## src/rtl/itt_pkg.sv

```systemverilog
package itt_pkg;

  // ----------------------------------------------------------------
  // Register indices (byte address = 4 * index)
  // ----------------------------------------------------------------
  localparam logic [29:0] ITT_IDX_CLK_STOP = 30'h0000_FFFA;
  localparam logic [29:0] ITT_IDX_MODE = 30'h0000_FFB0;
  localparam logic [29:0] ITT_IDX_COUNT = 30'h0000_FFB1;
  localparam logic [29:0] ITT_IDX_OUT_SEL = 30'h0000_FFB2;
  localparam logic [29:0] ITT_IDX_IRQ_REQ = 30'h0000_FFB3;
  localparam logic [29:0] ITT_IDX_IRQ_EN = 30'h0000_FFB4;
  localparam logic [29:0] ITT_IDX_PORT_MODE = 30'h0000_FFB5;
  localparam logic [29:0] ITT_IDX_OP_MODE = 30'h0000_FFB6;

  // ----------------------------------------------------------------
  // Reset values and fixed bits
  // ----------------------------------------------------------------
  localparam logic [7:0] ITT_CLK_STOP_RST = 8'hFF;
  localparam logic [7:0] ITT_OUT_SEL_RST = 8'hFE;
  localparam logic [7:0] ITT_OUT_SEL_RSVD = 8'hFE;
  localparam logic [7:0] ITT_MODE_RST = 8'h00;
  localparam logic [7:0] ITT_MODE_RSVD = 8'h10;
  localparam logic [7:0] ITT_MODE_WMASK = 8'hEF;
  localparam logic [7:0] ITT_COUNT_RST = 8'h00;
  localparam logic [7:0] ITT_BYTE_ZERO = 8'h00;
  localparam logic [7:0] ITT_COUNT_MAX = 8'hFF;
  localparam logic [7:0] ITT_COUNT_ONE = 8'h01;
  localparam logic [31:0] ITT_WORD_ZERO = 32'h0000_0000;

  // ----------------------------------------------------------------
  // Field positions
  // ----------------------------------------------------------------
  localparam int ITT_STBY_BIT = 0;
  localparam int ITT_OUTPUT_SOURCE_SELECT_BIT_BIT = 0;
  localparam int ITT_FLAG_BIT = 0;
  localparam int ITT_IEN_BIT = 0;
  localparam int ITT_PMR_BIT = 0;
  localparam int ITT_TB_BIT = 3;
  localparam int ITT_CLR_BIT = 2;

  // ----------------------------------------------------------------
  // Prescaler widths and tap masks
  // ----------------------------------------------------------------
  localparam int ITT_PSS_W = 13;
  localparam int ITT_PSW_W = 8;
  localparam logic [12:0] ITT_PSS_ONE = 13'h0001;
  localparam logic [7:0] ITT_PSW_ONE = 8'h01;
  localparam logic [12:0] ITT_PSS_D8192 = 13'h1FFF;
  localparam logic [12:0] ITT_PSS_D4096 = 13'h0FFF;
  localparam logic [12:0] ITT_PSS_D2048 = 13'h07FF;
  localparam logic [12:0] ITT_PSS_D512 = 13'h01FF;
  localparam logic [12:0] ITT_PSS_D256 = 13'h00FF;
  localparam logic [12:0] ITT_PSS_D128 = 13'h007F;
  localparam logic [12:0] ITT_PSS_D32 = 13'h001F;
  localparam logic [12:0] ITT_PSS_D8 = 13'h0007;
  // Time base taps: 2 s, 1 s, 0.5 s, 0.0625 s at 32.768 kHz
  localparam logic [7:0] ITT_PSW_1S = 8'hFF;
  localparam logic [7:0] ITT_PSW_HALF = 8'h7F;
  localparam logic [7:0] ITT_PSW_QUART = 8'h3F;
  localparam logic [7:0] ITT_PSW_32ND = 8'h07;
  // Prescaler bit giving divide by 32, 16, 8, 4
  localparam int ITT_TAP_D32 = 4;
  localparam int ITT_TAP_D16 = 3;
  localparam int ITT_TAP_D8 = 2;
  localparam int ITT_TAP_D4 = 1;

  // ----------------------------------------------------------------
  // Chip operating modes
  // ----------------------------------------------------------------
  typedef enum logic [2:0] {
    ITT_ACTIVE = 3'b000,
    ITT_SLEEP = 3'b001,
    ITT_WATCH = 3'b010,
    ITT_SUBACT = 3'b011,
    ITT_SUBSLP = 3'b100,
    ITT_STANDBY = 3'b101
  } itt_opmode_type;

  // APB request bundle
  typedef struct packed {
    logic psel;
    logic penable;
    logic pwrite;
    logic [31:0] paddr;
    logic [31:0] pwdata;
  } itt_apb_req_type;

  // All block state
  typedef struct packed {
    logic [12:0] pss;
    logic [7:0] psw;
    logic sub_s1;
    logic sub_s2;
    logic sub_s3;
    logic [7:0] count;
    logic [7:0] mode;
    logic output_source_select_bit;
    logic [7:0] clk_stop;
    logic flag;
    logic ien;
    logic pmr;
    itt_opmode_type opmode;
    logic [31:0] prdata;
    logic pready;
    logic pslverr;
    logic irq;
    logic clk_out;
  } itt_state_type;

endpackage

```

## src/rtl/itt_timer.sv

```systemverilog
// Implementation choice: the APB slave port.
`timescale 1ns/100ps
module itt_timer
  import itt_pkg::*;
(
  // Clock and reset
  input wire logic pclk,
  input wire logic presetn,
  // APB slave
  input wire logic psel,
  input wire logic penable,
  input wire logic pwrite,
  input wire logic [31:0] paddr,
  input wire logic [31:0] pwdata,
  output logic [31:0] prdata,
  output logic pready,
  output logic pslverr,
  // Subclock and outputs
  input wire logic subclk_in,
  output logic irq_out,
  output logic clock_output_pin
);

  itt_apb_req_type req;
  itt_state_type s_q;
  itt_state_type s_d;

  // ----------------------------------------------------------------
  // Request bundle
  // ----------------------------------------------------------------
  assign req = '{psel: psel, penable: penable, pwrite: pwrite, paddr: paddr, pwdata: pwdata};

  // ----------------------------------------------------------------
  // Next state
  // ----------------------------------------------------------------
  always_comb begin
    logic access;
    logic wr;
    logic hit;
    logic [29:0] idx;
    logic [7:0] rd;
    logic stby;
    logic tb_mode;
    logic sub_edge;
    logic sys_run;
    logic mode_wr_ok;
    logic run;
    logic tick;
    logic clr;
    logic ovf;
    logic [12:0] smask;
    logic [7:0] wmask;
    logic divided;
    logic div_ok;
    s_d = s_q;
    // Defaults, so no path leaves a stale value
    rd = ITT_BYTE_ZERO;
    run = 1'b0;
    tick = 1'b0;
    smask = ITT_PSS_D8;
    wmask = ITT_PSW_32ND;

    // --------------------------------------------------------------
    // Bus decode and operating conditions
    // --------------------------------------------------------------
    idx = req.paddr[31:2];
    access = req.psel && req.penable && !s_q.pready;
    wr = req.psel && req.penable && s_q.pready && req.pwrite;
    // module standby when bit is zero
    stby = !s_q.clk_stop[ITT_STBY_BIT];
    tb_mode = s_q.mode[ITT_TB_BIT];
    sys_run = (s_q.opmode == ITT_ACTIVE) || (s_q.opmode == ITT_SLEEP);
    mode_wr_ok = (s_q.opmode == ITT_ACTIVE) || (s_q.opmode == ITT_SUBACT);

    // --------------------------------------------------------------
    // Subclock synchroniser
    // --------------------------------------------------------------
    // Subclock is unrelated to pclk; only sub_s2 feeds the edge
    // detector, which costs up to one pclk of count-period error
    // two-stage synchroniser then edge detect
    s_d.sub_s1 = subclk_in;
    s_d.sub_s2 = s_q.sub_s1;
    s_d.sub_s3 = s_q.sub_s2;
    sub_edge = s_q.sub_s2 && !s_q.sub_s3;

    // --------------------------------------------------------------
    // Prescalers and count clock
    // --------------------------------------------------------------
    // System prescaler free running
    s_d.pss = s_q.pss + ITT_PSS_ONE;
    // time base clear holds counter and prescaler
    clr = tb_mode && s_q.mode[ITT_CLR_BIT];
    // Interval taps
    case (s_q.mode[2:0])
      3'b000: begin
        smask = ITT_PSS_D8192;
      end
      3'b001: begin
        smask = ITT_PSS_D4096;
      end
      3'b010: begin
        smask = ITT_PSS_D2048;
      end
      3'b011: begin
        smask = ITT_PSS_D512;
      end
      3'b100: begin
        smask = ITT_PSS_D256;
      end
      3'b101: begin
        smask = ITT_PSS_D128;
      end
      3'b110: begin
        smask = ITT_PSS_D32;
      end
      default: begin
        smask = ITT_PSS_D8;
      end
    endcase
    // Time base taps
    case (s_q.mode[1:0])
      2'b00: begin
        wmask = ITT_PSW_1S;
      end
      2'b01: begin
        wmask = ITT_PSW_HALF;
      end
      2'b10: begin
        wmask = ITT_PSW_QUART;
      end
      default: begin
        wmask = ITT_PSW_32ND;
      end
    endcase
    // run conditions per function and mode
    if (tb_mode) begin
      run = !stby && (s_q.opmode != ITT_STANDBY);
    end else begin
      run = !stby && sys_run;
    end
    // subclock prescaler advances on each subclock edge outside module standby and standby
    if (clr) begin
      s_d.psw = ITT_BYTE_ZERO;
    end else if (sub_edge && !stby && (s_q.opmode != ITT_STANDBY)) begin
      s_d.psw = s_q.psw + ITT_PSW_ONE;
    end
    // count tick, tap chosen by three bits (interval) or two bits (time base)
    if (tb_mode) begin
      tick = run && sub_edge && ((s_q.psw & wmask) == wmask);
    end else begin
      tick = run && ((s_q.pss & smask) == smask);
    end

    // --------------------------------------------------------------
    // Counter
    // --------------------------------------------------------------
    // Clear outranks a tick in the same cycle
    // overflow at FF, wrap to zero
    ovf = tick && !clr && (s_q.count == ITT_COUNT_MAX);
    if (clr) begin
      s_d.count = ITT_COUNT_RST;
    end else if (tick) begin
      s_d.count = s_q.count + ITT_COUNT_ONE;
    end

    // --------------------------------------------------------------
    // Register writes
    // --------------------------------------------------------------
    // Writes land at the edge that completes the access
    if (wr) begin
      case (idx)
        ITT_IDX_CLK_STOP: begin
          s_d.clk_stop = req.pwdata[7:0];
        end
        // mode register held outside active and subactive
        ITT_IDX_MODE: begin
          if (mode_wr_ok) begin
            s_d.mode = req.pwdata[7:0] & ITT_MODE_WMASK;
          end
        end
        // only the select bit is writable
        ITT_IDX_OUT_SEL: begin
          s_d.output_source_select_bit = req.pwdata[ITT_OUTPUT_SOURCE_SELECT_BIT_BIT];
        end
        ITT_IDX_IRQ_REQ: begin
          if (!req.pwdata[ITT_FLAG_BIT]) begin
            s_d.flag = 1'b0;
          end
        end
        ITT_IDX_IRQ_EN: begin
          s_d.ien = req.pwdata[ITT_IEN_BIT];
        end
        ITT_IDX_PORT_MODE: begin
          s_d.pmr = req.pwdata[ITT_PMR_BIT];
        end
        ITT_IDX_OP_MODE: begin
          if (req.pwdata[2:0] <= ITT_STANDBY) begin
            s_d.opmode = itt_opmode_type'(req.pwdata[2:0]);
          end
        end
        default: begin
          s_d.count = s_d.count;
        end
      endcase
    end

    // --------------------------------------------------------------
    // Flag and interrupt
    // --------------------------------------------------------------
    // An overflow in the clearing cycle must not be lost
    // set wins over software clear
    if (ovf) begin
      s_d.flag = 1'b1;
    end
    s_d.irq = s_d.flag && s_d.ien;

    // --------------------------------------------------------------
    // Read mux and bus answer
    // --------------------------------------------------------------
    // Read mux
    hit = 1'b1;
    case (idx)
      ITT_IDX_CLK_STOP: begin
        rd = s_q.clk_stop;
      end
      ITT_IDX_MODE: begin
        rd = s_q.mode | ITT_MODE_RSVD;
      end
      ITT_IDX_COUNT: begin
        rd = (s_q.opmode == ITT_SUBACT) ? ITT_BYTE_ZERO : s_q.count;
      end
      ITT_IDX_OUT_SEL: begin
        rd = ITT_OUT_SEL_RSVD | {7'h00, s_q.output_source_select_bit};
      end
      ITT_IDX_IRQ_REQ: begin
        rd = {7'h00, s_q.flag};
      end
      ITT_IDX_IRQ_EN: begin
        rd = {7'h00, s_q.ien};
      end
      ITT_IDX_PORT_MODE: begin
        rd = {7'h00, s_q.pmr};
      end
      ITT_IDX_OP_MODE: begin
        rd = {5'h00, s_q.opmode};
      end
      default: begin
        rd = ITT_BYTE_ZERO;
        hit = 1'b0;
      end
    endcase
    // APB answer one cycle into the access phase
    s_d.pready = access;
    s_d.pslverr = access && !hit;
    if (access && !req.pwrite) begin
      s_d.prdata = {24'h00_0000, rd};
    end else if (!access) begin
      s_d.prdata = ITT_WORD_ZERO;
    end

    // --------------------------------------------------------------
    // Clock output pin
    // --------------------------------------------------------------
    // nine output sources
    divided = 1'b0;
    div_ok = sys_run;
    case (s_q.mode[7:5])
      3'b000: begin
        divided = s_q.pss[ITT_TAP_D32];
      end
      3'b001: begin
        divided = s_q.pss[ITT_TAP_D16];
      end
      3'b010: begin
        divided = s_q.pss[ITT_TAP_D8];
      end
      3'b011: begin
        divided = s_q.pss[ITT_TAP_D4];
      end
      3'b100: begin
        divided = s_q.psw[ITT_TAP_D32];
      end
      3'b101: begin
        divided = s_q.psw[ITT_TAP_D16];
      end
      3'b110: begin
        divided = s_q.psw[ITT_TAP_D8];
      end
      default: begin
        divided = s_q.psw[ITT_TAP_D4];
      end
    endcase
    // system taps only in active and sleep, subclock taps outside standby
    if (s_q.mode[7]) begin
      div_ok = s_q.opmode != ITT_STANDBY;
    end
    // select divided or raw subclock, raw in all modes
    if (!s_q.pmr) begin
      s_d.clk_out = 1'b0;
    end else if (s_q.output_source_select_bit) begin
      s_d.clk_out = s_q.sub_s2;
    end else begin
      // module standby freezes timer clock output while its source is available
      if (!div_ok) begin
        // Source not available in this mode: pin parks low
        s_d.clk_out = 1'b0;
      end else if (stby) begin
        // Module standby: pin holds its last level
        s_d.clk_out = s_q.clk_out;
      end else begin
        s_d.clk_out = divided;
      end
    end
  end

  // ----------------------------------------------------------------
  // State register
  // ----------------------------------------------------------------
  always_ff @(posedge pclk or negedge presetn) begin
    if (!presetn) begin
      s_q.pss <= '0;
      s_q.psw <= ITT_BYTE_ZERO;
      s_q.sub_s1 <= 1'b0;
      s_q.sub_s2 <= 1'b0;
      s_q.sub_s3 <= 1'b0;
      // counter and mode cleared, counting resumes at once
      s_q.count <= ITT_COUNT_RST;
      s_q.mode <= ITT_MODE_RST;
      s_q.output_source_select_bit <= ITT_OUT_SEL_RST[ITT_OUTPUT_SOURCE_SELECT_BIT_BIT];
      s_q.clk_stop <= ITT_CLK_STOP_RST;
      s_q.flag <= 1'b0;
      s_q.ien <= 1'b0;
      s_q.pmr <= 1'b0;
      s_q.opmode <= ITT_ACTIVE;
      s_q.prdata <= ITT_WORD_ZERO;
      s_q.pready <= 1'b0;
      s_q.pslverr <= 1'b0;
      s_q.irq <= 1'b0;
      s_q.clk_out <= 1'b0;
    end else begin
      s_q <= s_d;
    end
  end

  // ----------------------------------------------------------------
  // Outputs straight from flops
  // ----------------------------------------------------------------
  assign prdata = s_q.prdata;
  assign pready = s_q.pready;
  assign pslverr = s_q.pslverr;
  assign irq_out = s_q.irq;
  assign clock_output_pin = s_q.clk_out;

endmodule

```

## config.mk

```make
export PLATFORM = sky130hd
export DESIGN_NAME = itt_timer
export DESIGN_NICKNAME = d
export VERILOG_FILES = /design/src/rtl/itt_pkg.sv /design/src/rtl/itt_timer.sv
export SDC_FILE = /design/constraint.sdc
export NUM_CORES = 1
export LEC_CHECK = 0
export BUFFER_PORTS_ARGS = -buffer_cell sky130_fd_sc_hd__buf_2
export CAP_MARGIN = 20
export CORE_MARGIN = 2
export CORE_UTILIZATION = 52
export CTS_CLUSTER_DIAMETER = 100
export CTS_CLUSTER_SIZE = 12
export DETAILED_ROUTE_END_ITERATION = 7
export PLACE_DENSITY = 0.8
export SLEW_MARGIN = 20
export SYNTH_ARGS = -nofsm -noshare
export SYNTH_HDL_FRONTEND = slang
export SYNTH_SLANG_ARGS = --single-unit
export TNS_END_PERCENT = 10
```

## constraint.sdc

```tcl
create_clock -name pclk -period 2.36 [get_ports pclk]
set_input_delay 0.472 -clock pclk [delete_from_list [all_inputs] [get_ports pclk]]
set_output_delay 0.472 -clock pclk [all_outputs]
set_load 0.02 [all_outputs]
```

### Word-level counts from Yosys, hierarchy flattened

Cells that the tools add are included.

* add/sub/neg operators: 3
* magnitude comparators: 1
* equality and inequality tests: 30
* multiplexer cells: 27
* bitwise logic cells: 2
* reduce and logical (&&, ||, !) cells: 36

Operator list (number)
* 30-bit by 16-bit equality test with 1-bit output (second input constant): 8
* 13-bit case mux with 7 select lines: 1
* 32-bit 2-to-1 mux: 2
* 8-bit case mux with 8 select lines: 1
* 8-bit 2-to-1 mux: 5
* 8-bit case mux with 3 select lines: 1
* 3-bit equality test (second input constant): 6
* 1-bit logical AND: 18
* 8-bit by 1-bit adder with 8-bit output (second input constant): 2
* 3-bit by 2-bit equality test with 1-bit output (second input constant): 5
* 13-bit by 1-bit adder with 13-bit output (second input constant): 1
* 13-bit AND: 1
* 13-bit equality test: 1
* 1-bit 2-to-1 mux: 13
* 3-bit by 1-bit equality test with 1-bit output (second input constant): 3
* 3-bit zero test: 3
* 8-bit AND: 1
* 8-bit equality test: 1
* 8-bit equality test (second input constant): 1
* 8-bit OR reduction: 1
* 1-bit case mux with 7 select lines: 1
* 3-bit 2-to-1 mux: 2
* 6-bit 2-to-1 mux: 1
* 2-bit AND reduction: 3
* 11 further kinds: 17

* register bits: 90
* input port bits: 70
* output and inout port bits: 36
* word-level logic and storage cells: 117

### Depth between registers and ports, before layout

Gate-level depths: netlist (run 1).

* depth after elaboration: 11
* depth in mapped cells: 7
* depth with buffers taken out: 7

### Worst setup path before layout (run 1)

No wires, ideal clock.

* path kind: input port to flip-flop
* start point: input paddr[22]
* end point: register s_q (netlist bit irq_out)
* library setup time: 0.140 ns
* data arrival time: 2.209 ns
* required time: 2.220 ns
* setup slack: 0.011 ns
* stages on the path: 6
* path buffers: 0
* cells stage by stage: or4_4 > nor4_2 > nand4_1 > nor3b_1 > mux2_2 > a21boi_1

RTL lines
* from (decl): line itt_timer.sv:13 `input wire logic [31:0] paddr,`
* to (decl): line itt_timer.sv:25 `itt_state_type s_q;`

### Worst setup path after layout (run 1)

* start point: input paddr[22]
* end point: register s_q[36] in the netlist's numbering

* cells in the longest elaborated chain, start to end: 2

Ends and longest elaborated chain
* 30-bit by 16-bit equality test with 1-bit output: line itt_timer.sv:171 `case (idx)`
* 3-bit AND reduction (no source line)

Every way passes these cells.
A chain may end at the register's enable or synchronous reset.

==> results of run 1 <==
[per-layer routing]
layer,global-route usage (%),up-vias,wire (um)
met5,0,-,0
met2,36.6,104,3810
met1,28.8,1354,3440
li1,-,1374,-
met3,6.13,9,451
met4,4.76,0,55
[cells in the mapped netlist (9+ instances only)]
cell type,count
a21oi_1,11
o21ai_0,15
nand4_1,9
xnor2_1,14
buf_4,32
mux2_2,10
nand2_1,44
nor2_1,30
nand3_1,17
dfrtp_1,58
[state kept, by name, indices dropped and copies added (netlist names)]
signal            flops
s_q                  52
prdata                8
s_d                   2
clock_output_pin      1
irq_out               1
pready                1
pslverr               1
[worst register-to-register path, delay by kind of cell (launching register included)]
| kind | cells | cell delay [ns] |
|---|---|---|
| AOI/OAI and AO/OA | 5 | 1.30 |
| DFF | 1 | 0.48 |
| and+or+nand+nor | 1 | 0.29 |
[power by group]
part	internal, mW	switching, mW	leakage, nW	total, mW
Combinational	0.0425	0.101	0.991	0.144
Sequential	1.14	0.00184	0.860	1.14
Clock	0.515	0.420	0.0974	0.935
[cells by family (layout without fill, tap and decap cells)]
| family | Yosys count | count (layout) | share of synthesized area [%] |
|---|---|---|---|
| AO/OA/AOI/OAI | 58 | 58 | 10.9 |
| XOR/XNOR | 22 | 22 | 5.27 |
| adder cells (fa/ha/maj) | 3 | 3 | 1.03 |
| buffers and inverters | 50 | 95 | 8.49 |
| flip-flops | 66 | 66 | 45.5 |
| multiplexers | 25 | 25 | 8.97 |
| other | 1 | 24 | 0.103 |
| AND/OR/NAND/NOR | 141 | 141 | 19.8 |
[final cells by class]
class	instances	share of cell area [%]
timing repair buffer	71	9.75
inverter	8	0.718
clock inverter	3	0.958
tap	96	2.87
clock buffer	13	3.56
sequential	66	39.7
multi-input combinational	273	42.4
[worst paths after layout]
path                                        to  slack, ns
max reg2reg                s_q[65]$_DFFE_PN0P_       0.19
min reg2reg                  s_d[67]$_DFF_PN0_       0.35
max in group asynchronous  s_q[43]$_DFFE_PN1P_       1.51
min                        s_q[63]$_DFFE_PN0P_       0.15
max                        s_q[36]$_DFFE_PN0P_       0.13
min in group pclk            s_d[68]$_DFF_PN0_       0.23
[what timing repair did]
action                     in CTS  in global routing
hold endpoints to repair        0                  0
setup buffers                   0                  0
resized for setup               0                  1
setup endpoints to repair       0                  2
hold buffers                    0                  0
==> metrics.csv, run 1 <==
metric;value;unit
cells along the critical path;buf_2 > or4_4 > nor4_2 > nand4_1 > buf_4 > a211oi_1 > mux2_2;
CTS clk-pin slew, worst paths;0.07;ns
row cnt;30;
fin. max-slew vios;0;
vias in the first global route;2758;
final hold slack;0.152;ns
crit-path max cell delay;0.55;ns
actual slew at the worst max-slew pin;0.680;ns
IO buf count;55;
crit end category;flop;
area grow syn2layout;14.4;%
flops & latches, synth;66;
total power;2.22;mW
Final Hold Fails;0;
Worst Setup SP;paddr[22];
top-area cell type share of the netlist area;39.7;%
Finished Core Util;61.5;%
drt via density;5.36;
Inserted Clock Buffers;9;
Fill cells;562;
Final Wtd Congestion;0.824;
Place WS;-0.226;ns
Multi-input gate area;0.00177;mm2
hpwl dp;5690;um
synth warn;0;
Placed Cells;514;
r2r startpoint;s_q[51]$_DFFE_PN0P_;
commonest non-fill, non-tap cell in the layout;dfrtp_1;
Mean Syn Cell Area;9.99;um2
ant diodes;0;
Slew Limit Headroom;54.7;%
RSZ-0062 raised after global routing;no;
final worst slack;0.131;ns
Cell Area, Placed;0.00399;mm2
Arrival @ worst endpoint;2.46;ns
# IOs;106;
Final nets;502;
share of layout cells above drive strength 1;28.8;%
root buffer cell;clkbuf_8;
asr flop ratio synth;100;%
setup TNS;0;ns
largest net degree at the start of global routing;40;
antenna viol nets, final;0;
prevailing post-synth register cell;dfrtp_1;
Power Density;530;mW/mm2
Max Cap Viol;0;
Finish-stage setup viols;0;
initial antenna violation count;0;
Total Routing Usage GR;22.0;%
Sink Count;66;
synthesized area;0.00365;mm2
FF+latch area;0.00166;mm2
Synth area leader;dfrtp_1;
Worst path depth;7;
die height;87.8;um
DR vias;2841;
TritonCTS clock tree;yes;
Post-synth EDFFs;0;
worst path bufs/invs;2;
WL/cell;14.6;um
CP max stage cell;or4_4;
critical-path maximum fanout;4;
Yosys cell types;60;
Initial Util;53.8;%
CP required;2.59;ns
Final period util;94.4;%
kind of start point of the critical path;primary input;
largest cells by area after synthesis;dfrtp_1 (40%), buf_4 (6.6%), dfstp_2 (5.8%);
critical path type;in2reg;
Seq/Total Area, Yosys;45.5;%
Final Cell Area;0.00418;mm2
Peak VDD IR;0.305;mV
core area;0.00679;mm2
Cells after Synth;366;
post-layout min period;2.23;ns
commonest non-fill, non-tap cells in the layout;dfrtp_1 (58), buf_2 (55), nand2_1 (44);
clk buf depth;2;
final clock skew;0.0102;ns
Worst Reg-to-Reg Cells;6;
gr ovfl total;0;
worst min path class;in2async;
DR iter-0 viols;170;
drt first pass iters;6;
Die Width;87.8;um
Static Leak;1.95;nW
Non-Filler Instances;530;
maximum clock rate;0.449;GHz
CP top delay family;simple AND/OR/NAND/NOR gates;
Die ar.;0.00771;mm2
first-pass GRT wire length;13000;um
total routed wirelength;7760;um
DR DRC count;0;
status;finished clean;
Clock Latency Late Sink;0.35;ns
total number of H-tree levels;3;
Note: power is estimated with default switching activity, not from simulation.
==> inputs of run 2 (changes only) <==
--- a/config.mk
+++ b/config.mk
@@ -6,13 +6,13 @@
 export NUM_CORES = 1
 export LEC_CHECK = 0
 export BUFFER_PORTS_ARGS = -buffer_cell sky130_fd_sc_hd__buf_2
-export CAP_MARGIN = 20
 export CORE_MARGIN = 2
 export CORE_UTILIZATION = 52
 export CTS_CLUSTER_DIAMETER = 100
 export CTS_CLUSTER_SIZE = 12
 export DETAILED_ROUTE_END_ITERATION = 7
 export PLACE_DENSITY = 0.8
+export RECOVER_POWER = 50
 export SLEW_MARGIN = 20
 export SYNTH_ARGS = -nofsm -noshare
 export SYNTH_HDL_FRONTEND = slang
==> metrics.csv, run 2 (synthesis results as in run 1) <==
metric;value;unit
Final Hold Fails;0;
antenna viol nets, final;0;
first-pass GRT wire length;13000;um
fin. max-slew vios;28;
CTS clk-pin slew, worst paths;0.06;ns
crit end category;flop;
# resized after CTS;0;
Initial Util;53.8;%
Sink Count;66;
Total Routing Usage GR;22.0;%
Static Leak;1.95;nW
CTS Hold Bufs;0;
die height;87.8;um
status;complete, but fails checks;
Worst path depth;7;
root buffer cell;clkbuf_8;
kind of start point of the critical path;primary input;
cells along the critical path;buf_2 > or4_4 > nor4_2 > nand4_1 > buf_4 > a211oi_1 > mux2_2;
Fill cells;563;
drt first pass iters;6;
# IOs;106;
Max Cap Viol;1;
actual slew at the worst max-slew pin;1.57;ns
commonest non-fill, non-tap cells in the layout;dfrtp_1 (58), buf_2 (54), nand2_1 (44);
Setup Buffers After CTS;0;
critical-path maximum fanout;4;
Final period util;94.8;%
clk buf depth;2;
Place WS;-0.226;ns
vias in the first global route;2758;
Power Density;530;mW/mm2
Clock Latency Late Sink;0.34;ns
Finish-stage setup viols;0;
TritonCTS clock tree;yes;
Final Wtd Congestion;0.824;
worst min path class;in2reg;
total number of H-tree levels;3;
initial antenna violation count;0;
drt via density;5.38;
WL/cell;14.6;um
worst path bufs/invs;2;
area grow syn2layout;14.4;%
commonest non-fill, non-tap cell in the layout;dfrtp_1;
IO buf count;55;
row cnt;30;
crit-path max cell delay;0.55;ns
Die ar.;0.00771;mm2
DR iter-0 viols;170;
Final nets;502;
core area;0.00679;mm2
RSZ-0062 raised after global routing;no;
share of layout cells above drive strength 1;28.6;%
total routed wirelength;7750;um
largest net degree at the start of global routing;40;
Worst Reg-to-Reg Cells;6;
Finished Core Util;61.5;%
Arrival @ worst endpoint;2.46;ns
Slew Limit Headroom;-4.41;%
CP max stage cell;or4_4;
DR DRC count;0;
Non-Filler Instances;530;
DR vias;2852;
final worst slack;0.123;ns
CP top delay family;simple AND/OR/NAND/NOR gates;
Worst Hold Path Cells;1;
max FFs per register;52;
Top reg by flops;s_q;
Peak VDD IR;0.304;mV
gr ovfl total;0;
CP required;2.59;ns
Die Width;87.8;um
post-layout min period;2.24;ns
hpwl dp;5690;um
final clock skew;0.0102;ns
Placed Cells;514;
Inserted Clock Buffers;9;
failing checks;max-capacitance violations, max-slew violations;
ant diodes;0;
maximum clock rate;0.447;GHz
critical path type;in2reg;
## run 2: path summary, 6_finish.rpt
path                                     start  slack (ns)                     to
hold reg to reg              s_d[68]$_DFF_PN0_        0.35      s_d[67]$_DFF_PN0_
min in group asynchronous              presetn        0.51  prdata[0]$_DFFE_PN0P_
setup reg to reg           s_q[51]$_DFFE_PN0P_        0.19    s_q[65]$_DFFE_PN0P_
max in group asynchronous              presetn        0.89    s_q[43]$_DFFE_PN1P_
hold / removal                       subclk_in        0.24      s_d[68]$_DFF_PN0_
setup / recovery                     paddr[22]        0.12    s_q[36]$_DFFE_PN0P_
## run 2: per-stage QoR
stage               hold WS (ns)  cell area, um2  setup TNS [ns]  power (mW)
floorplan                  0.176            3740               0        1.25
global placement           0.334            3990           -2.02        1.30
detailed placement         0.335            3990           -3.25        1.30
CTS                        0.161            4180               0        2.23
global route               0.218            4180               0        2.30
finish                     0.235            4180               0        2.21
## run 2: layout make-up
| class | count | area [um2] | share of cell area (%) |
|---|---|---|---|
| timing repair buffer | 71 | 407 | 9.73 |
| clock buffer | 13 | 149 | 3.56 |
| sequential | 66 | 1660 | 39.7 |
| multi-input combinational | 273 | 1770 | 42.4 |
| tap | 96 | 120 | 2.87 |
| inverter | 8 | 30.0 | 0.718 |
| clock inverter | 3 | 40.0 | 0.958 |
## run 2: power by group
part / switching, mW / leakage (nW) / total, mW / internal, mW
combinational: 0.101 / 0.988 / 0.144 / 0.0424
clock: 0.418 / 0.0974 / 0.933 / 0.515
sequential: 0.00184 / 0.860 / 1.14 / 1.14
## run 2: per-layer routing
metal | GRT usage (%) | vias up | wire [um]
met3 | 6.13 | 14 | 434
met1 | 28.8 | 1364 | 3450
met2 | 36.6 | 103 | 3790
met4 | 4.76 | 0 | 76
met5 | 0 | - | 0
li1 | - | 1371 | -
==> inputs of run 3 (changes only) <==
--- a/config.mk
+++ b/config.mk
@@ -5,13 +5,13 @@
 export SDC_FILE = /design/constraint.sdc
 export NUM_CORES = 1
 export LEC_CHECK = 0
-export BUFFER_PORTS_ARGS = -buffer_cell sky130_fd_sc_hd__buf_2
+export BUFFER_PORTS_ARGS = -buffer_cell sky130_fd_sc_hd__clkbuf_2
 export CORE_MARGIN = 2
 export CORE_UTILIZATION = 52
 export CTS_CLUSTER_DIAMETER = 100
 export CTS_CLUSTER_SIZE = 12
 export DETAILED_ROUTE_END_ITERATION = 7
-export PLACE_DENSITY = 0.8
+export PLACE_DENSITY_LB_ADDON = 0.15
 export RECOVER_POWER = 50
 export SLEW_MARGIN = 20
 export SYNTH_ARGS = -nofsm -noshare
==> metrics.csv, run 3 (synthesis results as in run 1) <==
metric;value;unit
kind of start point of the critical path;primary input;
Max Cap Viol;1;
first-pass GRT wire length;12800;um
maximum clock rate;0.457;GHz
final hold slack;0.221;ns
Arrival @ worst endpoint;2.41;ns
vias in the first global route;2752;
share of layout cells above drive strength 1;29.8;%
Finished Core Util;62.7;%
Seq pwr share;44.8;%
CP required;2.59;ns
Final Cell Area;0.00426;mm2
Clock Latency Late Sink;0.35;ns
drt via density;5.26;
crit-path max cell delay;0.55;ns
switching share of power;21.8;%
Peak VDD IR;0.428;mV
TritonCTS clock tree;yes;
RSZ-0062 raised after global routing;no;
Die ar.;0.00771;mm2
largest net degree at the start of global routing;67;
Slew Limit Headroom;-5.71;%
ant diodes;0;
core area;0.00679;mm2
antenna viol nets, final;0;
actual slew at the worst max-slew pin;1.59;ns
Die Width;87.8;um
status;complete, but fails checks;
critical-path maximum fanout;4;
CTS clk-pin slew, worst paths;0.08;ns
Sink Count;66;
Final period util;92.6;%
failing checks;max-capacitance violations, max-slew violations;
max FFs per register;52;
CP max stage cell;or4_4;
area grow syn2layout;16.6;%
final clock skew;0.00970;ns
Top reg by flops;s_q;
fin. max-slew vios;67;
die height;87.8;um
Setup Buffers After CTS;0;
commonest non-fill, non-tap cells in the layout;dfrtp_1 (58), clkbuf_2 (56), nand2_1 (44);
NetSw;554;uW
post-layout min period;2.19;ns
hpwl dp;5810;um
root buffer cell;clkbuf_8;
Comb power frac;5.5;%
Finish-stage setup viols;0;
clk buf depth;2;
cells along the critical path;clkbuf_2 > or4_4 > nor4_2 > nand4_1 > nor3b_1 > mux2_2 > a21boi_1;
initial antenna violation count;0;
crit end category;flop;
total number of H-tree levels;3;
DR DRC count;0;
Static Leak;1.98;nW
WL/cell;14.5;um
DR iter-0 viols;178;
Power Density;596;mW/mm2
critical path type;in2reg;
Fill cells;571;
Total Routing Usage GR;21.9;%
Int Power;1.98;mW
commonest non-fill, non-tap cell in the layout;dfrtp_1;
DR vias;2797;
Cell Area, Placed;0.00400;mm2
IO buf count;55;
worst min path class;in2reg;
Final nets;504;
total routed wirelength;7740;um
Final Wtd Congestion;0.855;
CTS Hold Bufs;0;
gr ovfl total;0;
Inserted Clock Buffers;9;
drt first pass iters;4;
Initial Util;53.8;%
# IOs;106;
Final Hold Fails;0;
row cnt;30;
clock power share;49.7;%
-- run 3: layout make-up --
| class | count | area [um2] | share of cell area [%] |
|---|---|---|---|
| Multi-Input combinational cell | 273 | 1780 | 41.7 |
| Sequential cell | 66 | 1660 | 39.0 |
| Timing Repair Buffer | 73 | 408 | 9.57 |
| Clock inverter | 7 | 141 | 3.32 |
| Clock buffer | 9 | 124 | 2.91 |
| Tap cell | 96 | 120 | 2.82 |
| Inverter | 8 | 30.0 | 0.705 |
-- run 3: what timing repair did --
item | CTS | global route
endpoints found under the setup margin | 0 | 1
endpoints found under the hold margin | 0 | 0
gates resized for setup | 0 | 1
-- run 3: worst paths after layout --
| kind | from | endpoint | slack (ns) | depth (start not counted) |
|---|---|---|---|---|
| min in group asynchronous | presetn | pready$_DFF_PN0_ | 0.60 | 2 |
| setup reg to reg | s_q[51]$_DFFE_PN0P_ | irq_out$_DFF_PN0_ | 0.21 | 6 |
| hold / removal | subclk_in | s_d[68]$_DFF_PN0_ | 0.22 | 1 |
| max in group asynchronous | presetn | s_q[88]$_DFF_PN0_ | 0.81 | 2 |
| setup / recovery | paddr[22] | irq_out$_DFF_PN0_ | 0.17 | 7 |
| hold reg to reg | s_d[68]$_DFF_PN0_ | s_d[67]$_DFF_PN0_ | 0.36 | 0 |
-- run 3: routing by layer --
metal | global-route usage (%) | vias up | wire length, um
met5 | 0 | - | 0
met4 | 8.25 | 0 | 161
met3 | 5.84 | 14 | 420
met2 | 35.0 | 79 | 3720
met1 | 28.7 | 1320 | 3440
li1 | - | 1384 | -
-- run 3: stage by stage --
step / TNS, ns / std cells / total power, mW / worst slack [ns]
after floorplan: 0 / 389 / 1.25 / 0.0109
after global placement: -1.91 / 516 / 1.30 / -0.158
after detailed placement: -2.63 / 516 / 1.30 / -0.209
after CTS: 0 / 532 / 2.57 / 0.164
after global routing: 0 / 532 / 2.64 / 0.0142
final: 0 / 532 / 2.54 / 0.173
-- run 3: worst max-delay path, delay by kind of cell --
family	cells	cell delay, ns
AND/OR/NAND/NOR	4	1.35
multiplexers	1	0.38
AO/OA/AOI/OAI	1	0.13
buffers and inverters	1	0.08
-- run 3: power groups by stage --
| stage | sequential, mW | clock, mW | combinational (mW) |
|---|---|---|---|
| floorplan | 1.16 | 0 | 0.0935 |
| global placement | 1.16 | 0 | 0.142 |
| detailed placement | 1.16 | 0 | 0.144 |
| CTS | 1.14 | 1.29 | 0.145 |
| global route | 1.14 | 1.35 | 0.158 |
| finish | 1.14 | 1.26 | 0.139 |
